==> src/design/refclk_sel_pkg.sv <==
// package: register map, field layout and constants of the port reference clock selector
`default_nettype none
package refclk_sel_pkg;
  localparam int unsigned NUM_PORTS = 3;
  localparam logic [7:0]  MODE_REG_ADDR   = 8'h00; // port_clock_mode_reg
  localparam logic [7:0]  LINK_STS_ADDR   = 8'h04; // link_status_reg slot clock bits
  localparam logic [7:0]  CFG_REG_ADDR    = 8'h08; // merge and port disable
  localparam logic [7:0]  STATUS_REG_ADDR = 8'h0C; // read only state
  localparam int unsigned MERGE_BIT       = 0;
  localparam int unsigned DISABLE_LSB     = 4;
  localparam int unsigned FSEL_BIT        = 0;
  localparam int unsigned DETECT_LSB      = 4;
  localparam int unsigned ILLEGAL_BIT     = 8;
  localparam logic [2:0]  MODE_RESET      = 3'h0;
  localparam logic        MODE_GLOBAL     = 1'b0;
  localparam logic        MODE_LOCAL      = 1'b1;
  localparam int unsigned GLOBAL_REF_CLOCK_MHZ_LO     = 100;
  localparam int unsigned GLOBAL_REF_CLOCK_MHZ_HI     = 125;
  localparam int unsigned CORE_MHZ        = 250;
  localparam int unsigned PCS_MHZ         = 250;
  localparam int unsigned PMA_MHZ         = 5000;
  localparam int unsigned SYS_MHZ         = 20;
  localparam int unsigned DETECT_NS       = 400;
  localparam int unsigned DETECT_CYC      = (DETECT_NS * SYS_MHZ + 999) / 1000;
  localparam logic [31:0] PSLVERR_NONE    = 32'h0000_0000;
endpackage
`default_nettype wire

==> src/design/port_clk_ctrl.sv <==
// one port's mode change sequencer: detect hold, serdes reinit and retrain pulses
`default_nettype none
module port_clk_ctrl #(
  parameter int unsigned HOLD_CYC = refclk_sel_pkg::DETECT_CYC
) (
  input  wire logic sys_clk_i,
  input  wire logic rst_n_i,
  input  wire logic ce_i,
  input  wire logic change_i,
  input  wire logic clk_src_changed_i,
  input  wire logic disabled_i,
  output logic      detect_o,
  output logic      reinit_o,
  output logic      retrain_o
);
  typedef enum logic [1:0] {IDLE, HOLD, DONE} st_t;
  typedef struct packed {
    st_t        st;
    logic [7:0] cnt;
    logic       detect;
    logic       reinit;
    logic       retrain;
    logic       pend_reinit;
  } state_t;
  state_t r, next_r;

  always_comb begin
    next_r = r;
    next_r.reinit  = 1'b0;
    next_r.retrain = 1'b0;
    case (r.st)
      IDLE: begin
        if (change_i) begin
          next_r.st          = HOLD;
          next_r.detect      = 1'b1;
          next_r.cnt         = 8'(HOLD_CYC);
          next_r.pend_reinit = clk_src_changed_i;
        end
      end
      HOLD: begin
        // a further change restarts the hold so the new clock settles too
        if (change_i) begin
          next_r.cnt         = 8'(HOLD_CYC);
          next_r.pend_reinit = r.pend_reinit | clk_src_changed_i;
        end else if (r.cnt <= 8'h01) begin
          next_r.st = DONE;
        end else begin
          next_r.cnt = r.cnt - 8'h01;
        end
      end
      DONE: begin
        next_r.st      = IDLE;
        next_r.detect  = 1'b0;
        next_r.reinit  = r.pend_reinit;
        next_r.retrain = !disabled_i;
        next_r.pend_reinit = 1'b0;
      end
      default: next_r.st = IDLE;
    endcase
  end

  always_ff @(posedge sys_clk_i) begin
    if (!rst_n_i) begin
      r <= '{st: IDLE, cnt: 8'h00, detect: 1'b0, reinit: 1'b0, retrain: 1'b0,
             pend_reinit: 1'b0};
    end else if (ce_i) begin
      r <= next_r;
    end
  end

  assign detect_o  = r.detect;
  assign reinit_o  = r.reinit;
  assign retrain_o = r.retrain;

  a_detect_hold: assert property (@(posedge sys_clk_i) disable iff (!rst_n_i)
    (ce_i && r.st == IDLE && change_i) |=> detect_o)
    else $error("mode change did not enter detect");
  a_retrain_gate: assert property (@(posedge sys_clk_i) disable iff (!rst_n_i)
    retrain_o |-> $past(!disabled_i))
    else $error("retrain issued for disabled port");
endmodule
`default_nettype wire

==> src/design/port_refclk_mode_select.sv <==
// top: per-port reference clock selection, strap load and apb registers
// Operation
// - port uses global or own clock per mode
// - each port holds independent mode bit
// - boot strap loads all ports global mode
// - strap code sets initial slot clock bits
// - slot clock bit drives partner advertisement
// - merged x8 port uses even port clock
// - frequency select picks 100 or 125 MHz
// - core clock derived at 250 MHz
// - quad pll gives 250 MHz pcs clock
// - mode change: detect, reinit if clock source changed, retrain unless disabled
//
// The placing of the registers and the APB register port were decided locally.
`default_nettype none
module port_refclk_mode_select #(
  parameter int unsigned NPORT = refclk_sel_pkg::NUM_PORTS
) (
  input  wire logic              sys_clk_i,
  input  wire logic              rst_n_i,
  input  wire logic              ce_i,
  input  wire logic [2:0]        boot_clock_strap_i,
  input  wire logic              boot_load_i,
  input  wire logic              global_freq_select_i,
  input  wire logic              psel_i,
  input  wire logic              penable_i,
  input  wire logic              pwrite_i,
  input  wire logic [7:0]        paddr_i,
  input  wire logic [31:0]       pwdata_i,
  output logic      [31:0]       prdata_o,
  output logic                   pready_o,
  output logic                   pslverr_o,
  output logic      [NPORT-1:0]  port_clk_sel_local_o,
  output logic      [NPORT-1:0]  slot_clock_config_o,
  output logic      [NPORT-1:0]  phy_detect_o,
  output logic      [NPORT-1:0]  serdes_reinit_o,
  output logic      [NPORT-1:0]  link_retrain_o,
  output logic                   global_ref_clock_125_o,
  output logic      [15:0]       core_clk_mhz_o,
  output logic      [15:0]       pcs_clk_mhz_o
);
  typedef struct packed {
    logic [NPORT-1:0] mode;
    logic [NPORT-1:0] sclk;
    logic             merge;
    logic [NPORT-1:0] disabled;
    logic [NPORT-1:0] sel_local;
    logic [1:0]       fsel_sync;
    logic [1:0]       load_sync;
    logic             load_seen;
    logic [2:0]       strap_meta;
    logic [2:0]       strap;
    logic             illegal;
    logic [31:0]      prdata;
    logic             pready;
    logic             pslverr;
  } state_t;
  state_t r, next_r;
  logic [NPORT-1:0] mode_change;
  logic [NPORT-1:0] src_changed;
  logic [NPORT-1:0] detect, reinit, retrain;

  // strap decode used at load time only
  function automatic logic [NPORT-1:0] strap_sclk(input logic [2:0] code);
    logic [NPORT-1:0] v;
    v = '0;
    case (code)
      3'h1: v[0] = 1'b1;
      3'h2: v = {{(NPORT-1){1'b1}}, 1'b0};
      3'h3: v = '1;
      default: v = '0;
    endcase
    return v;
  endfunction

  // even port clock feeds a merged x8 pair; odd pin is ignored
  function automatic logic [NPORT-1:0] eff_src(input logic [NPORT-1:0] m, input logic mg);
    logic [NPORT-1:0] v;
    v = m;
    if (mg) v[1] = m[0];
    return v;
  endfunction

  logic wr, rd;
  assign wr = psel_i && penable_i && pwrite_i && !r.pready;
  assign rd = psel_i && penable_i && !pwrite_i && !r.pready;

  always_comb begin
    next_r = r;
    next_r.fsel_sync = {r.fsel_sync[0], global_freq_select_i};
    next_r.load_sync = {r.load_sync[0], boot_load_i};
    // strap pins cross in too; they settle long before the load level arrives
    next_r.strap_meta = boot_clock_strap_i;
    next_r.strap      = r.strap_meta;
    next_r.pready  = 1'b0;
    next_r.pslverr = 1'b0;
    // strap sampled once, after the load level has settled through the synchroniser
    if (r.load_sync[1] && !r.load_seen) begin
      next_r.load_seen = 1'b1;
      next_r.mode      = {NPORT{refclk_sel_pkg::MODE_GLOBAL}};
      next_r.sclk      = strap_sclk(r.strap);
      next_r.illegal   = r.strap[2];
    end
    if (wr) begin
      next_r.pready = 1'b1;
      case (paddr_i)
        refclk_sel_pkg::MODE_REG_ADDR: next_r.mode = pwdata_i[NPORT-1:0];
        refclk_sel_pkg::LINK_STS_ADDR: next_r.sclk = pwdata_i[NPORT-1:0];
        refclk_sel_pkg::CFG_REG_ADDR: begin
          next_r.merge    = pwdata_i[refclk_sel_pkg::MERGE_BIT];
          next_r.disabled = pwdata_i[refclk_sel_pkg::DISABLE_LSB +: NPORT];
        end
        refclk_sel_pkg::STATUS_REG_ADDR: next_r.pslverr = 1'b1;
        default: next_r.pslverr = 1'b1;
      endcase
    end
    if (rd) begin
      next_r.pready = 1'b1;
      next_r.prdata = refclk_sel_pkg::PSLVERR_NONE;
      case (paddr_i)
        refclk_sel_pkg::MODE_REG_ADDR: next_r.prdata[NPORT-1:0] = r.mode;
        refclk_sel_pkg::LINK_STS_ADDR: next_r.prdata[NPORT-1:0] = r.sclk;
        refclk_sel_pkg::CFG_REG_ADDR: begin
          next_r.prdata[refclk_sel_pkg::MERGE_BIT] = r.merge;
          next_r.prdata[refclk_sel_pkg::DISABLE_LSB +: NPORT] = r.disabled;
        end
        refclk_sel_pkg::STATUS_REG_ADDR: begin
          next_r.prdata[refclk_sel_pkg::FSEL_BIT] = r.fsel_sync[1];
          next_r.prdata[refclk_sel_pkg::DETECT_LSB +: NPORT] = detect;
          next_r.prdata[refclk_sel_pkg::ILLEGAL_BIT] = r.illegal;
        end
        default: next_r.pslverr = 1'b1;
      endcase
    end
    next_r.sel_local = eff_src(r.mode, r.merge);
  end

  // a mode write that flips a port's bit starts its detect sequence
  assign mode_change = next_r.mode ^ r.mode;
  assign src_changed = eff_src(next_r.mode, next_r.merge) ^ eff_src(r.mode, r.merge);

  genvar gi;
  generate
    for (gi = 0; gi < NPORT; gi++) begin : g_port
      port_clk_ctrl u_ctrl (
        .sys_clk_i         (sys_clk_i),
        .rst_n_i           (rst_n_i),
        .ce_i              (ce_i),
        .change_i          (mode_change[gi] | src_changed[gi]),
        .clk_src_changed_i (src_changed[gi]),
        .disabled_i        (r.disabled[gi]),
        .detect_o          (detect[gi]),
        .reinit_o          (reinit[gi]),
        .retrain_o         (retrain[gi])
      );
    end
  endgenerate

  always_ff @(posedge sys_clk_i) begin
    if (!rst_n_i) begin
      r <= '0;
      r.mode <= refclk_sel_pkg::MODE_RESET;
    end else if (ce_i) begin
      r <= next_r;
    end
  end

  always_comb begin
    prdata_o             = r.prdata;
    pready_o             = r.pready;
    pslverr_o            = r.pslverr;
    port_clk_sel_local_o = r.sel_local;
    slot_clock_config_o  = r.sclk;
    phy_detect_o         = detect;
    serdes_reinit_o      = reinit;
    link_retrain_o       = retrain;
    global_ref_clock_125_o           = r.fsel_sync[1];
    core_clk_mhz_o       = 16'(refclk_sel_pkg::CORE_MHZ);
    pcs_clk_mhz_o        = 16'(refclk_sel_pkg::PCS_MHZ);
  end

  a_strap_global: assert property (@(posedge sys_clk_i) disable iff (!rst_n_i)
    (ce_i && r.load_sync[1] && !r.load_seen && !wr) |=> r.mode == '0)
    else $error("strap load left a port in local mode");
  a_strap_sclk: assert property (@(posedge sys_clk_i) disable iff (!rst_n_i)
    (ce_i && r.load_sync[1] && !r.load_seen && !wr && r.strap == 3'h1)
    |=> slot_clock_config_o == 3'h1)
    else $error("strap code one slot clock wrong");
  a_strap_zero: assert property (@(posedge sys_clk_i) disable iff (!rst_n_i)
    (ce_i && r.load_sync[1] && !r.load_seen && !wr && r.strap == 3'h0)
    |=> slot_clock_config_o == 3'h0)
    else $error("strap code zero slot clock wrong");
  a_strap_upper: assert property (@(posedge sys_clk_i) disable iff (!rst_n_i)
    (ce_i && r.load_sync[1] && !r.load_seen && !wr && r.strap == 3'h2)
    |=> slot_clock_config_o == 3'h6)
    else $error("strap code two slot clock wrong");
  a_strap_all: assert property (@(posedge sys_clk_i) disable iff (!rst_n_i)
    (ce_i && r.load_sync[1] && !r.load_seen && !wr && r.strap == 3'h3)
    |=> slot_clock_config_o == 3'h7)
    else $error("strap code three slot clock wrong");
  a_sclk_hold: assert property (@(posedge sys_clk_i) disable iff (!rst_n_i)
    (ce_i && r.load_seen && !(wr && paddr_i == refclk_sel_pkg::LINK_STS_ADDR))
    |=> $stable(slot_clock_config_o))
    else $error("slot clock advert changed without a write");
  a_sel_follow: assert property (@(posedge sys_clk_i) disable iff (!rst_n_i)
    (ce_i && !r.merge) |=> port_clk_sel_local_o == $past(r.mode))
    else $error("clock select does not follow mode");
  a_merge_even: assert property (@(posedge sys_clk_i) disable iff (!rst_n_i)
    (ce_i && r.merge) |=> port_clk_sel_local_o[1] == $past(r.mode[0]))
    else $error("merged port not on even clock");
  a_merge_port0: assert property (@(posedge sys_clk_i) disable iff (!rst_n_i)
    (ce_i && r.merge) |=> port_clk_sel_local_o[0] == $past(r.mode[0]))
    else $error("even port select lost under merge");
  a_mode_indep: assert property (@(posedge sys_clk_i) disable iff (!rst_n_i)
    (ce_i && wr && paddr_i == refclk_sel_pkg::MODE_REG_ADDR)
    |=> r.mode == $past(pwdata_i[2:0]))
    else $error("per-port mode write lost");
  a_mode_hold: assert property (@(posedge sys_clk_i) disable iff (!rst_n_i)
    (ce_i && !(wr && paddr_i == refclk_sel_pkg::MODE_REG_ADDR)
     && !(r.load_sync[1] && !r.load_seen)) |=> $stable(r.mode))
    else $error("mode bits changed without a write");
  a_mode_read: assert property (@(posedge sys_clk_i) disable iff (!rst_n_i)
    (ce_i && rd && paddr_i == refclk_sel_pkg::MODE_REG_ADDR)
    |=> prdata_o[NPORT-1:0] == $past(r.mode))
    else $error("mode read back wrong");
  a_fsel_sync: assert property (@(posedge sys_clk_i) disable iff (!rst_n_i)
    ce_i [*2] |=> global_ref_clock_125_o == $past(global_freq_select_i, 2))
    else $error("frequency select not tracked");
  a_fsel_read: assert property (@(posedge sys_clk_i) disable iff (!rst_n_i)
    (ce_i && rd && paddr_i == refclk_sel_pkg::STATUS_REG_ADDR)
    |=> prdata_o[refclk_sel_pkg::FSEL_BIT] == $past(global_ref_clock_125_o))
    else $error("frequency select status wrong");
  a_sclk_out: assert property (@(posedge sys_clk_i) disable iff (!rst_n_i)
    (ce_i && wr && paddr_i == refclk_sel_pkg::LINK_STS_ADDR)
    |=> slot_clock_config_o == $past(pwdata_i[2:0]))
    else $error("slot clock advert not written");
  a_sclk_read: assert property (@(posedge sys_clk_i) disable iff (!rst_n_i)
    (ce_i && rd && paddr_i == refclk_sel_pkg::LINK_STS_ADDR)
    |=> prdata_o[NPORT-1:0] == $past(r.sclk))
    else $error("slot clock read back wrong");
  a_change_detect: assert property (@(posedge sys_clk_i) disable iff (!rst_n_i)
    (ce_i && mode_change[0] && !detect[0]) |=> phy_detect_o[0])
    else $error("mode change did not reach detect");
  a_src_detect: assert property (@(posedge sys_clk_i) disable iff (!rst_n_i)
    (ce_i && src_changed[1] && !detect[1]) |=> phy_detect_o[1])
    else $error("source change did not reach detect");
  a_detect_read: assert property (@(posedge sys_clk_i) disable iff (!rst_n_i)
    (ce_i && rd && paddr_i == refclk_sel_pkg::STATUS_REG_ADDR)
    |=> prdata_o[refclk_sel_pkg::DETECT_LSB +: NPORT] == $past(detect))
    else $error("detect status wrong");

  c_strap_load: cover property (@(posedge sys_clk_i) r.load_sync[1] && !r.load_seen);
  c_no_retrain: cover property (@(posedge sys_clk_i) serdes_reinit_o[2] && !link_retrain_o[2]);
  c_mode_local: cover property (@(posedge sys_clk_i) port_clk_sel_local_o[2]);
  c_retrain:    cover property (@(posedge sys_clk_i) link_retrain_o[0]);
  c_merge:      cover property (@(posedge sys_clk_i) r.merge && port_clk_sel_local_o[1]);
endmodule
`default_nettype wire

==> config.mk <==
export PLATFORM = sky130hd
export DESIGN_NAME = port_refclk_mode_select
export DESIGN_NICKNAME = d
export VERILOG_FILES = /design/src/design/refclk_sel_pkg.sv /design/src/design/port_clk_ctrl.sv /design/src/design/port_refclk_mode_select.sv
export SDC_FILE = /design/constraint.sdc
export NUM_CORES = 1
export LEC_CHECK = 0
export BUFFER_PORTS_ARGS = -buffer_cell sky130_fd_sc_hd__buf_2
export CAP_MARGIN = 30
export CELL_PAD_IN_SITES_DETAIL_PLACEMENT = 1
export CELL_PAD_IN_SITES_GLOBAL_PLACEMENT = 1
export CORE_UTILIZATION = 38
export CTS_CLUSTER_DIAMETER = 200
export DETAILED_ROUTE_END_ITERATION = 16
export GPL_TIMING_DRIVEN = 0
export PLACE_DENSITY = 0.87
export SLEW_MARGIN = 20
export SYNTH_ARGS = -nofsm -noshare
export SYNTH_HDL_FRONTEND = slang
export SYNTH_SLANG_ARGS = --single-unit
==> constraint.sdc <==
create_clock -name sys_clk_i -period 4.46 [get_ports sys_clk_i]
set_clock_uncertainty 0.2 [all_clocks]
set_input_delay 0.892 -clock sys_clk_i [delete_from_list [all_inputs] [get_ports sys_clk_i]]
set_output_delay 0.892 -clock sys_clk_i [all_outputs]
set_load 0.01 [all_outputs]
==> results of run 1 <==
-- layout make-up --
| class | instances | area (µm²) |
|---|---|---|
| fill | 1447 | 6052 |
| multi-input combinational | 401 | 2469 |
| sequential | 76 | 1521 |
| buffer | 101 | 685.7 |
| timing repair buffer | 50 | 250.2 |
| clock buffer | 10 | 239.0 |
| tap | 143 | 178.9 |
| inverter | 28 | 105.1 |
| clock inverter | 6 | 63.81 |
-- flip-flops by register name, indices dropped and copies added, names as in the netlist --
name                     flops
g_port.u_ctrl.r             33
r                           11
next_r                       7
prdata_o                     7
g_port.u_ctrl.detect_o       3
g_port.u_ctrl.reinit_o       3
g_port.u_ctrl.retrain_o      3
port_clk_sel_local_o         3
slot_clock_config_o          3
global_ref_clock_125_o       1
pready_o                     1
pslverr_o                    1
-- kinds of logic after synthesis --
kind of cell,count (synthesis)
AO/OA/AOI/OAI,85
XOR/XNOR,13
adder cells (fa/ha/maj),18
buffers and inverters,129
flip-flops,76
multiplexers,33
other,2
AND/OR/NAND/NOR,195
-- cell usage in the layout (no fill, tap or decap), types with 8 or more instances in the layout --
master / count
nor2_1: 69
xnor2_1: 13
a21oi_1: 31
inv_1: 28
clkbuf_16: 9
nand3_1: 20
dfxtp_1: 76
nand2_1: 27
buf_4: 79
buf_2: 51
nand4b_1: 8
ha_1: 18
nor3_1: 14
clkbuf_1: 15
o21ai_0: 16
mux2i_1: 26
conb_1: 57
nor4_1: 11
-- critical path: cells and delay by family --
family / cells / cell delay, ps
buffers and inverters: 3 / 480
AOI/OAI and AO/OA: 2 / 950
and+or+nand+nor: 4 / 1480
muxes: 1 / 240
-- per-stage QoR --
step                power (mW)  instance area [µm²]  setup slack [ps]  instances
finish                   1.668                 5513             410.9        815
global route             1.727                 5513             326.5        815
CTS                      1.679                 5508             402.2        814
detailed placement      0.9282                 5205             105.9        798
global placement        0.9180                 5205             283.0        798
floorplan               0.8723                 4781             745.7        606
-- final timing paths --
| check | slack (ps) | cells after the start | to |
|---|---|---|---|
| setup / recovery | 410 | 10 | g_port[0].u_ctrl.r[5] |
| hold / removal | 260 | 2 | prdata_o[0] |
| setup reg to reg | 1230 | 8 | g_port[0].u_ctrl.r[5] |
| hold reg to reg | 260 | 2 | prdata_o[0] |
-- report_power, final --
group	switching [mW]	internal, mW
Clock	0.301	0.447
Combinational	0.124	0.0879
Sequential	0.0135	0.694
Total	0.438	1.23
-- layer usage --
layer,part of all wire [%],wire [µm]
met5,0,0
met4,2.1,265
met3,4.7,598
met2,52,6590
met1,41,5186
==> results by group, run 1 <==
Outcome
  • Status: finished with violations
  • Failing checks: DRC

Die
  • Initial core utilization: 39.55%
  • Die area: 12480 µm²
  • # rows: 39
  • IO Pins: 133
  • Die Y: 111.7 µm
  • Core ar.: 11560 µm²
  • DIE WIDTH: 111.7 µm

Worst setup path
  • Critical Path Sink Type: flop
  • Reg-to-Reg Start: pready_o
  • Worst setup path category: in -> reg
  • Crit-path cells: buf_2, or4_1, buf_2, or4_1, buf_2, mux2i_4, a211oi_1, nor2_1, nand4b_1, a21oi_1
  • Data arrival time of the critical path: 4040 ps
  • Top fanout value on the critical path: 8
  • Largest stage delay on the critical path: 870 ps
  • Critical path's slowest cell: a211oi_1
  • CP startpoint: paddr_i[1]
  • Most frequent cell on the critical path: buf_2
  • Req. time, crit path: 4450 ps
  • Critical path startpoint category: input pin

Clocking
  • CTS Root Cell: clkbuf_16
  • Sink Count: 76
  • CTS Buffer Depth: 2
  • CTS tree: built
  • Cts bufs inserted: 9
  • Worst-path clk slew: 60 ps
  • H-Tree Depth: 3
  • Worst skew pair latency: 340 ps
  • Post-CTS setup repair buffer count: 0
  • # resized after CTS: 0
  • Post-CTS Hold Buffers: 0

Routing
  • Drt first-iter violations: 187
  • Drt drc: 10
  • Post-DR vias/cell: 5.099
  • Via count: 4156
  • Post-route ant nets: 0
  • Drt pass-1 iters: 11
  • Post-DR wirelength/cell: 15.51 µm
  • DRT Wirelength: 12640 µm

Cells and area
  • Post-layout util: 47.67%
  • Ant. Diodes: 0
  • Layout cell share with drive strength beyond 1: 24.11%
  • Nets@finish: 736
  • Synth-to-Final Area Change: 20.51%

Place
  • GPL Wtd Cong: 0.8377
  • HPWL Detailed: 9349 µm
  • IO buf count: 49

Logic synthesis
  • Compound-Gate Fraction of Synth Area: 11.65%
  • Post-synth EDFFs: 0
  • Post-synthesis xor/xnor area fraction: 2.489%
  • Commonest cells in the synthesized netlist: buf_4 (79), dfxtp_1 (76), nor2_1 (69)
  • Post-synthesis sequential area ratio: 33.26%
  • Synth Area in Simple Gates: 21.83%
  • Syn Std Cell Area: 4574 µm²
  • Post-synthesis mux area share: 8.397%
  • Most instantiated library cell after synthesis: buf_4
  • Post-Synth Adder-Cell Area: 4.923%
  • Syn avg cell area: 8.302 µm²
  • Cell variety after synth: 54
  • Synth area leaders: dfxtp_1 (33%), buf_4 (13%), mux2i_1 (5.7%), nor2_1 (5.7%), ha_1 (4.9%)
  • Synthesized instance count: 551
  • Largest family of logic cells by synthesized area: simple AND/OR/NAND/NOR gates
  • Cell taking the most area after synthesis: dfxtp_1
  • Synth warn: 0
  • Asr flop ratio synth: 0%
  • Synthesis-stage register bit count: 76
  • Post-synth top area share: 33.26%
  • Ys flop type: dfxtp_1

Power
  • Power density over the cells: 302.5 nW/µm²
  • Peak supply drop: 144.0 µV
  • Leak Pwr: 2.492 nW

Global routing
  • Largest net degree at the start of global routing: 14
  • Initial antenna violation count: 0
  • Met1 Use GR: 23.81%
  • Grt met2 use: 38.01%
  • Global-route wire length before repair: 20860 µm
  • Vias in the first global route: 4320
  • Grt ovf: 0
  • GRT Util Overall: 20.95%
  • Met3 GRT Util: 4.083%
  • GRT busiest layer: met2

Timing
  • Max Clk Rate: 247.0 MHz
  • Clock period minus worst slack: 4049 ps
  • Least-Margin Pin Slew: 1019 ps
  • Final setup TNS: 0 ps
  • Final setup viols: 0
  • Hold_ws: 255.4 ps
  • Final Max Slew Viols: 0
  • Final period utilization: 90.79%
  • Relative slew slack: 31.65%
  • RSZ-0062 raised after global routing: false
  • Final Hold Viols: 0

Min path
  • HP Class: reg -> reg
  • HP Start: prdata_o[0]

Run
  • Maxcap violations: 0
Power figures use the tool's default switching activity.
==> inputs of run 2 (changes only) <==
--- a/config.mk
+++ b/config.mk
@@ -5,15 +5,15 @@
 export SDC_FILE = /design/constraint.sdc
 export NUM_CORES = 1
 export LEC_CHECK = 0
-export BUFFER_PORTS_ARGS = -buffer_cell sky130_fd_sc_hd__buf_2
 export CAP_MARGIN = 30
 export CELL_PAD_IN_SITES_DETAIL_PLACEMENT = 1
 export CELL_PAD_IN_SITES_GLOBAL_PLACEMENT = 1
-export CORE_UTILIZATION = 38
+export CORE_UTILIZATION = 40
 export CTS_CLUSTER_DIAMETER = 200
 export DETAILED_ROUTE_END_ITERATION = 16
+export DONT_BUFFER_PORTS = 1
 export GPL_TIMING_DRIVEN = 0
-export PLACE_DENSITY = 0.87
+export PLACE_DENSITY = 0.77
 export SLEW_MARGIN = 20
 export SYNTH_ARGS = -nofsm -noshare
 export SYNTH_HDL_FRONTEND = slang
==> results by group, run 2 (same netlist as run 1, synthesis figures left out) <==
Outcome
  • Status: finished clean

Worst setup path
  • Largest stage delay on the critical path: 840 ps
  • Crit path max-delay family: simple AND/OR/NAND/NOR gates
  • Critical path's slowest cell: a211oi_1
  • Top fanout value on the critical path: 8
  • Worst setup path category: in -> reg
  • Worst flop-to-flop path endpoint: g_port[0].u_ctrl.r[7]
  • Critical Path Sink Type: flop
  • Data arrival time of the critical path: 3880 ps
  • Register-to-register setup slack: 1210 ps
  • Buf+Inv Stages, Crit Path: 2
  • Crit-path cells: or4_1, buf_2, or4_1, buf_2, mux2i_4, a211oi_1, nor2_1, a21oi_1, nor3_1
  • Critical path startpoint category: input pin
  • Req. time, crit path: 4460 ps
  • Reg-to-Reg Start: pready_o
  • R2R depth: 8

Clocking
  • CTS tree: built
  • Cts bufs inserted: 9
  • CTS Root Cell: clkbuf_16
  • Worst skew pair latency: 340 ps
  • Sink Count: 76
  • Post-CTS setup repair buffer count: 0
  • H-Tree Depth: 3
  • CTS Buffer Depth: 2
  • Worst-path clk slew: 60 ps
  • Post-CTS Hold Buffers: 0
  • # resized after CTS: 0

Cells and area
  • Largest regs: g_port.u_ctrl.r (33), r (11)
  • Nets@finish: 687
  • Largest register FFs: 33
  • Layout Cells excl Fill: 763
  • Layout cell share with drive strength beyond 1: 17.98%
  • Ant. Diodes: 0
  • Synth-to-Final Area Change: 15.10%
  • Top reg by flops: g_port.u_ctrl.r
  • Leading cell type in the layout, fill and taps excluded: buf_4
  • Commonest non-fill, non-tap cells in the layout: buf_4 (79), dfxtp_1 (76), nor2_1 (69)
  • Fill cells: 1355

Global routing
  • Global-route wire length before repair: 18680 µm
  • Initial antenna violation count: 0
  • Vias in the first global route: 3795
  • Largest net degree at the start of global routing: 13
  • GRT Util Overall: 20.33%
  • Grt ovf: 0

Routing
  • Post-DR wirelength/cell: 15.63 µm
  • Post-DR vias/cell: 5.030
  • Post-route ant nets: 0
  • Drt drc: 0
  • DRT Wirelength: 11920 µm
  • Drt pass-1 iters: 4
  • Drt first-iter violations: 154
  • Via count: 3838

Timing
  • Relative slew slack: 34.68%
  • Max Clk Rate: 257.6 MHz
  • Final setup TNS: 0 ps
  • Final Max Slew Viols: 0
  • Clock period minus worst slack: 3882 ps
  • RSZ-0062 raised after global routing: false
  • Least-Margin Pin Slew: 973.9 ps
  • Final Hold Viols: 0
  • Final setup viols: 0
  • Hold_ws: 255.1 ps
  • Final period utilization: 87.05%

Place
  • Dpl cells: 746
  • HPWL Detailed: 8871 µm
  • GPL Wtd Cong: 0.7999
  • IO buf count: 0

Power
  • Internal: 1.235 mW
  • Comb pwr share: 11.4%
  • NetSw: 0.4136 mW
  • Sw Ratio: 25.08%
  • Flop pwr share: 42.9%
  • Power density over the cells: 313.2 nW/µm²
  • Final Power: 1.649 mW
  • Peak supply drop: 180.7 µV
  • Clk pwr share: 45.7%
  • Leak Pwr: 2.264 nW

Die
  • Die area: 11870 µm²
  • Initial core utilization: 41.65%
  • Core ar.: 10980 µm²
  • Die Y: 108.9 µm
  • # rows: 38
  • IO Pins: 133
  • DIE WIDTH: 108.9 µm

Run
  • Maxcap violations: 0

Min path
  • HP Start: prdata_o[2]
  • WHS Path Cells: 2
  • HP Class: reg -> reg
  • Hold Path Sink: prdata_o[2]
run 2: cell types whose count changed in the layout (fill, tap and decap cells not counted):
cell	previous run	this run
clkbuf_1	15	16
clkinvlp_4	2	1
clkbuf_8	1	2
buf_2	51	2
clkinv_4	1	0
run 2: final cells by class:
| cell class | instances | area, µm² | share of cell area, % |
|---|---|---|---|
| clock buffers | 12 | 256.5 | 4.872 |
| clock inverters | 4 | 47.55 | 0.9030 |
| inverters | 28 | 105.1 | 1.996 |
| well taps | 140 | 175.2 | 3.327 |
| flip-flops and latches | 76 | 1521 | 28.90 |
| plain buffers | 101 | 685.7 | 13.02 |
| multi-input cells | 401 | 2469 | 46.89 |
| repair buffers | 1 | 5.005 | 0.09506 |
run 2: stage by stage:
step	utilization, %	cell area [µm²]	setup slack, ps
after CTS	47.89	5260	576.3
after global routing	47.94	5265	372.3
after global placement	45.12	4956	308.7
after detailed placement	45.12	4956	248.0
after floorplan	-	4781	745.7
final	47.94	5265	577.6
run 2: worst register-to-register path, delay by kind of cell, from the launching register on:
family / cells / cell delay, ps
simple gates: 4 / 1080
compound gates: 2 / 1040
flops: 1 / 350
mux: 1 / 240
buf+inv: 1 / 200
run 2: worst max-delay path by stage:
stage                from                    end  slack [ps]  depth (start not counted)
2_1_floorplan  paddr_i[1]  g_port[0].u_ctrl.r[7]         750                          9
3_3_place_gp   paddr_i[1]  g_port[0].u_ctrl.r[4]         310                          9
3_5_place_dp   paddr_i[1]  g_port[2].u_ctrl.r[7]         250                          9
4_1_cts        paddr_i[1]  g_port[2].u_ctrl.r[4]         580                          9
5_1_grt        paddr_i[1]  g_port[0].u_ctrl.r[7]         370                          9
6_report       paddr_i[1]  g_port[0].u_ctrl.r[7]         580                          9
run 2: layer usage:
metal	part of all wire (%)	up-vias	wire (µm)	global-route usage, %
met5	0	-	0	0
met4	1.8	0	219	8.012
met3	5.0	15	599	3.885
met2	49	93	5810	35.27
met1	44	1826	5294	24.57
li1	-	1904	-	-
run 2: power groups by stage:
stage	combinational (mW)	clock (mW)	sequential, mW
final	0.188	0.753	0.708
after global routing	0.207	0.795	0.710
after CTS	0.186	0.762	0.708
after detailed placement	0.185	0	0.723
after global placement	0.179	0	0.722
after floorplan	0.154	0	0.719
==> inputs of run 3 (changes only) <==
--- a/config.mk
+++ b/config.mk
@@ -5,15 +5,16 @@
 export SDC_FILE = /design/constraint.sdc
 export NUM_CORES = 1
 export LEC_CHECK = 0
+export BUFFER_PORTS_ARGS = -buffer_cell sky130_fd_sc_hd__buf_2
 export CAP_MARGIN = 30
 export CELL_PAD_IN_SITES_DETAIL_PLACEMENT = 1
 export CELL_PAD_IN_SITES_GLOBAL_PLACEMENT = 1
-export CORE_UTILIZATION = 40
+export CORE_UTILIZATION = 38
 export CTS_CLUSTER_DIAMETER = 200
 export DETAILED_ROUTE_END_ITERATION = 16
-export DONT_BUFFER_PORTS = 1
-export GPL_TIMING_DRIVEN = 0
-export PLACE_DENSITY = 0.77
+export GPL_TIMING_DRIVEN = 1
+export PLACE_DENSITY = 0.87
+export RECOVER_POWER = 50
 export SLEW_MARGIN = 20
 export SYNTH_ARGS = -nofsm -noshare
 export SYNTH_HDL_FRONTEND = slang
==> results by group, run 3 (same netlist as run 1, synthesis figures left out) <==
Outcome
  • Status: finished with violations
  • Failing checks: DRC

Worst setup path
  • R2R depth: 7
  • Reg-to-Reg Start: pready_o
  • Worst setup path category: in -> reg
  • CP endpoint: g_port[1].u_ctrl.r[10]
  • Req. time, crit path: 4500 ps
  • Critical Path Sink Type: flop
  • Register-to-register setup slack: 1330 ps
  • Data arrival time of the critical path: 3880 ps
  • Top fanout value on the critical path: 13
  • Worst flop-to-flop path endpoint: g_port[1].u_ctrl.r[10]
  • CP startpoint: paddr_i[1]
  • Critical path startpoint category: input pin

Timing
  • Final Hold Viols: 0
  • Relative slew slack: 4.905%
  • Final setup TNS: 0 ps
  • RSZ-0062 raised after global routing: false
  • Final period utilization: 86.18%
  • Clock period minus worst slack: 3844 ps
  • Least-Margin Pin Slew: 1426 ps
  • Final Max Slew Viols: 0
  • Final setup viols: 0
  • Max Clk Rate: 260.2 MHz

Routing
  • Post-route ant nets: 0
  • Post-DR wirelength/cell: 15.83 µm
  • Post-DR vias/cell: 5.240
  • DRT Wirelength: 11400 µm
  • Drt pass-1 iters: 10
  • Drt drc: 10
  • Via count: 3773
  • Drt first-iter violations: 210

Place
  • GPL Wtd Cong: 0.8545
  • Dpl cells: 703
  • IO buf count: 49
  • HPWL Detailed: 8052 µm

Die
  • Die area: 12480 µm²
  • Initial core utilization: 39.55%
  • Die Y: 111.7 µm
  • DIE WIDTH: 111.7 µm
  • Core ar.: 11560 µm²
  • # rows: 39
  • IO Pins: 133

Power
  • Power density over the cells: 348.5 nW/µm²
  • Leak Pwr: 1.974 nW
  • Peak supply drop: 172.5 µV

Run
  • Maxcap violations: 0

Clocking
  • # resized after CTS: 0
  • CTS tree: built
  • CTS Buffer Depth: 2
  • Sink Count: 76
  • Cts bufs inserted: 9
  • Worst-path clk slew: 60 ps
  • Post-CTS Hold Buffers: 0
  • Worst skew pair latency: 330 ps
  • CTS Root Cell: clkbuf_16
  • Post-CTS setup repair buffer count: 0
  • H-Tree Depth: 3

Global routing
  • Largest net degree at the start of global routing: 29
  • GRT Util Overall: 18.70%
  • Vias in the first global route: 3798
  • Initial antenna violation count: 0
  • Global-route wire length before repair: 18640 µm
  • Grt ovf: 0

Cells and area
  • Largest register FFs: 33
  • Largest regs: g_port.u_ctrl.r (33), r (11)
  • Layout Cells excl Fill: 720
  • Ant. Diodes: 0
  • Top reg by flops: g_port.u_ctrl.r
  • Commonest non-fill, non-tap cells in the layout: dfxtp_1 (76), nor2_1 (69), conb_1 (57)
  • Leading cell type in the layout, fill and taps excluded: dfxtp_1
  • Synth-to-Final Area Change: 6.373%
  • Nets@finish: 641
  • Layout cell share with drive strength beyond 1: 9.705%

Min path
  • HP Class: reg -> reg
==> run 3: cell count changes in the layout (fill, tap and decap cells not counted) <==
cell / previous run / this run
buf_4: 79 / 5
buf_2: 2 / 23
clkbuf_1: 16 / 29
buf_1: 4 / 0
bufinv_16: 1 / 3
clkbuf_8: 2 / 0
buf_6: 1 / 0
clkinvlp_4: 1 / 0
or2_0: 0 / 1
or2_2: 2 / 1
==> run 3: layout make-up <==
class                           count  area (µm²)
Inverter                           28       105.1
Multi-Input combinational cell    401        2469
Timing Repair Buffer               56       259.0
Fill cell                        1410        6699
Clock buffer                       11       232.7
Clock inverter                      5       100.1
Tap cell                          143       178.9
Sequential cell                    76        1521
==> run 3: report_power, final <==
| group | leakage [nW] | internal (mW) | switching [mW] |
|---|---|---|---|
| logic | 1.20 | 0.0533 | 0.107 |
| registers | 0.615 | 0.694 | 0.0146 |
| clock network | 0.163 | 0.545 | 0.281 |
==> run 3: worst min path at each step <==
| stage | startpoint | end | slack, ps | depth (start not counted) |
|---|---|---|---|---|
| 6_report | prdata_o[1] | prdata_o[1] | 260 | 2 |
| 3_5_place_dp | prdata_o[1] | prdata_o[1] | 250 | 2 |
| 4_1_cts | prdata_o[1] | prdata_o[1] | 260 | 2 |
| 5_1_grt | prdata_o[0] | prdata_o[0] | 290 | 2 |
| 2_1_floorplan | prdata_o[0] | prdata_o[0] | 230 | 2 |
| 3_3_place_gp | prdata_o[1] | prdata_o[1] | 240 | 2 |
==> run 3: metal layers <==
layer  vias to the layer above  share of wire [%]  track usage, %
li1                       1810                  -               -
met1                      1853                 42           21.76
met2                        95                 52           33.66
met3                        15                4.7           4.137
met4                         0                1.8           6.396
met5                         -                  0               0
==> run 3: worst max-delay path: stages <==
cell     delay, ps
buf_2           90
or4_1          560
or4_1          730
mux2i_4        310
mux2i_4        270
mux2i_4        480
a31oi_2        260
o21ai_0        270
==> run 3: per-stage QoR <==
step           utilization (%)  instance area [µm²]  hold WS, ps  total power, mW  setup slack [ps]
2_1_floorplan                -                 4781        232.3           0.8723             745.7
3_3_place_gp             39.47                 4564        240.8           0.8736             342.2
3_5_place_dp             39.47                 4564        246.6           0.8812             265.7
4_1_cts                  42.35                 4897        255.5            1.714             604.3
5_1_grt                  42.08                 4866        286.4            1.761             523.2
6_report                 42.08                 4866        255.7            1.696             616.5
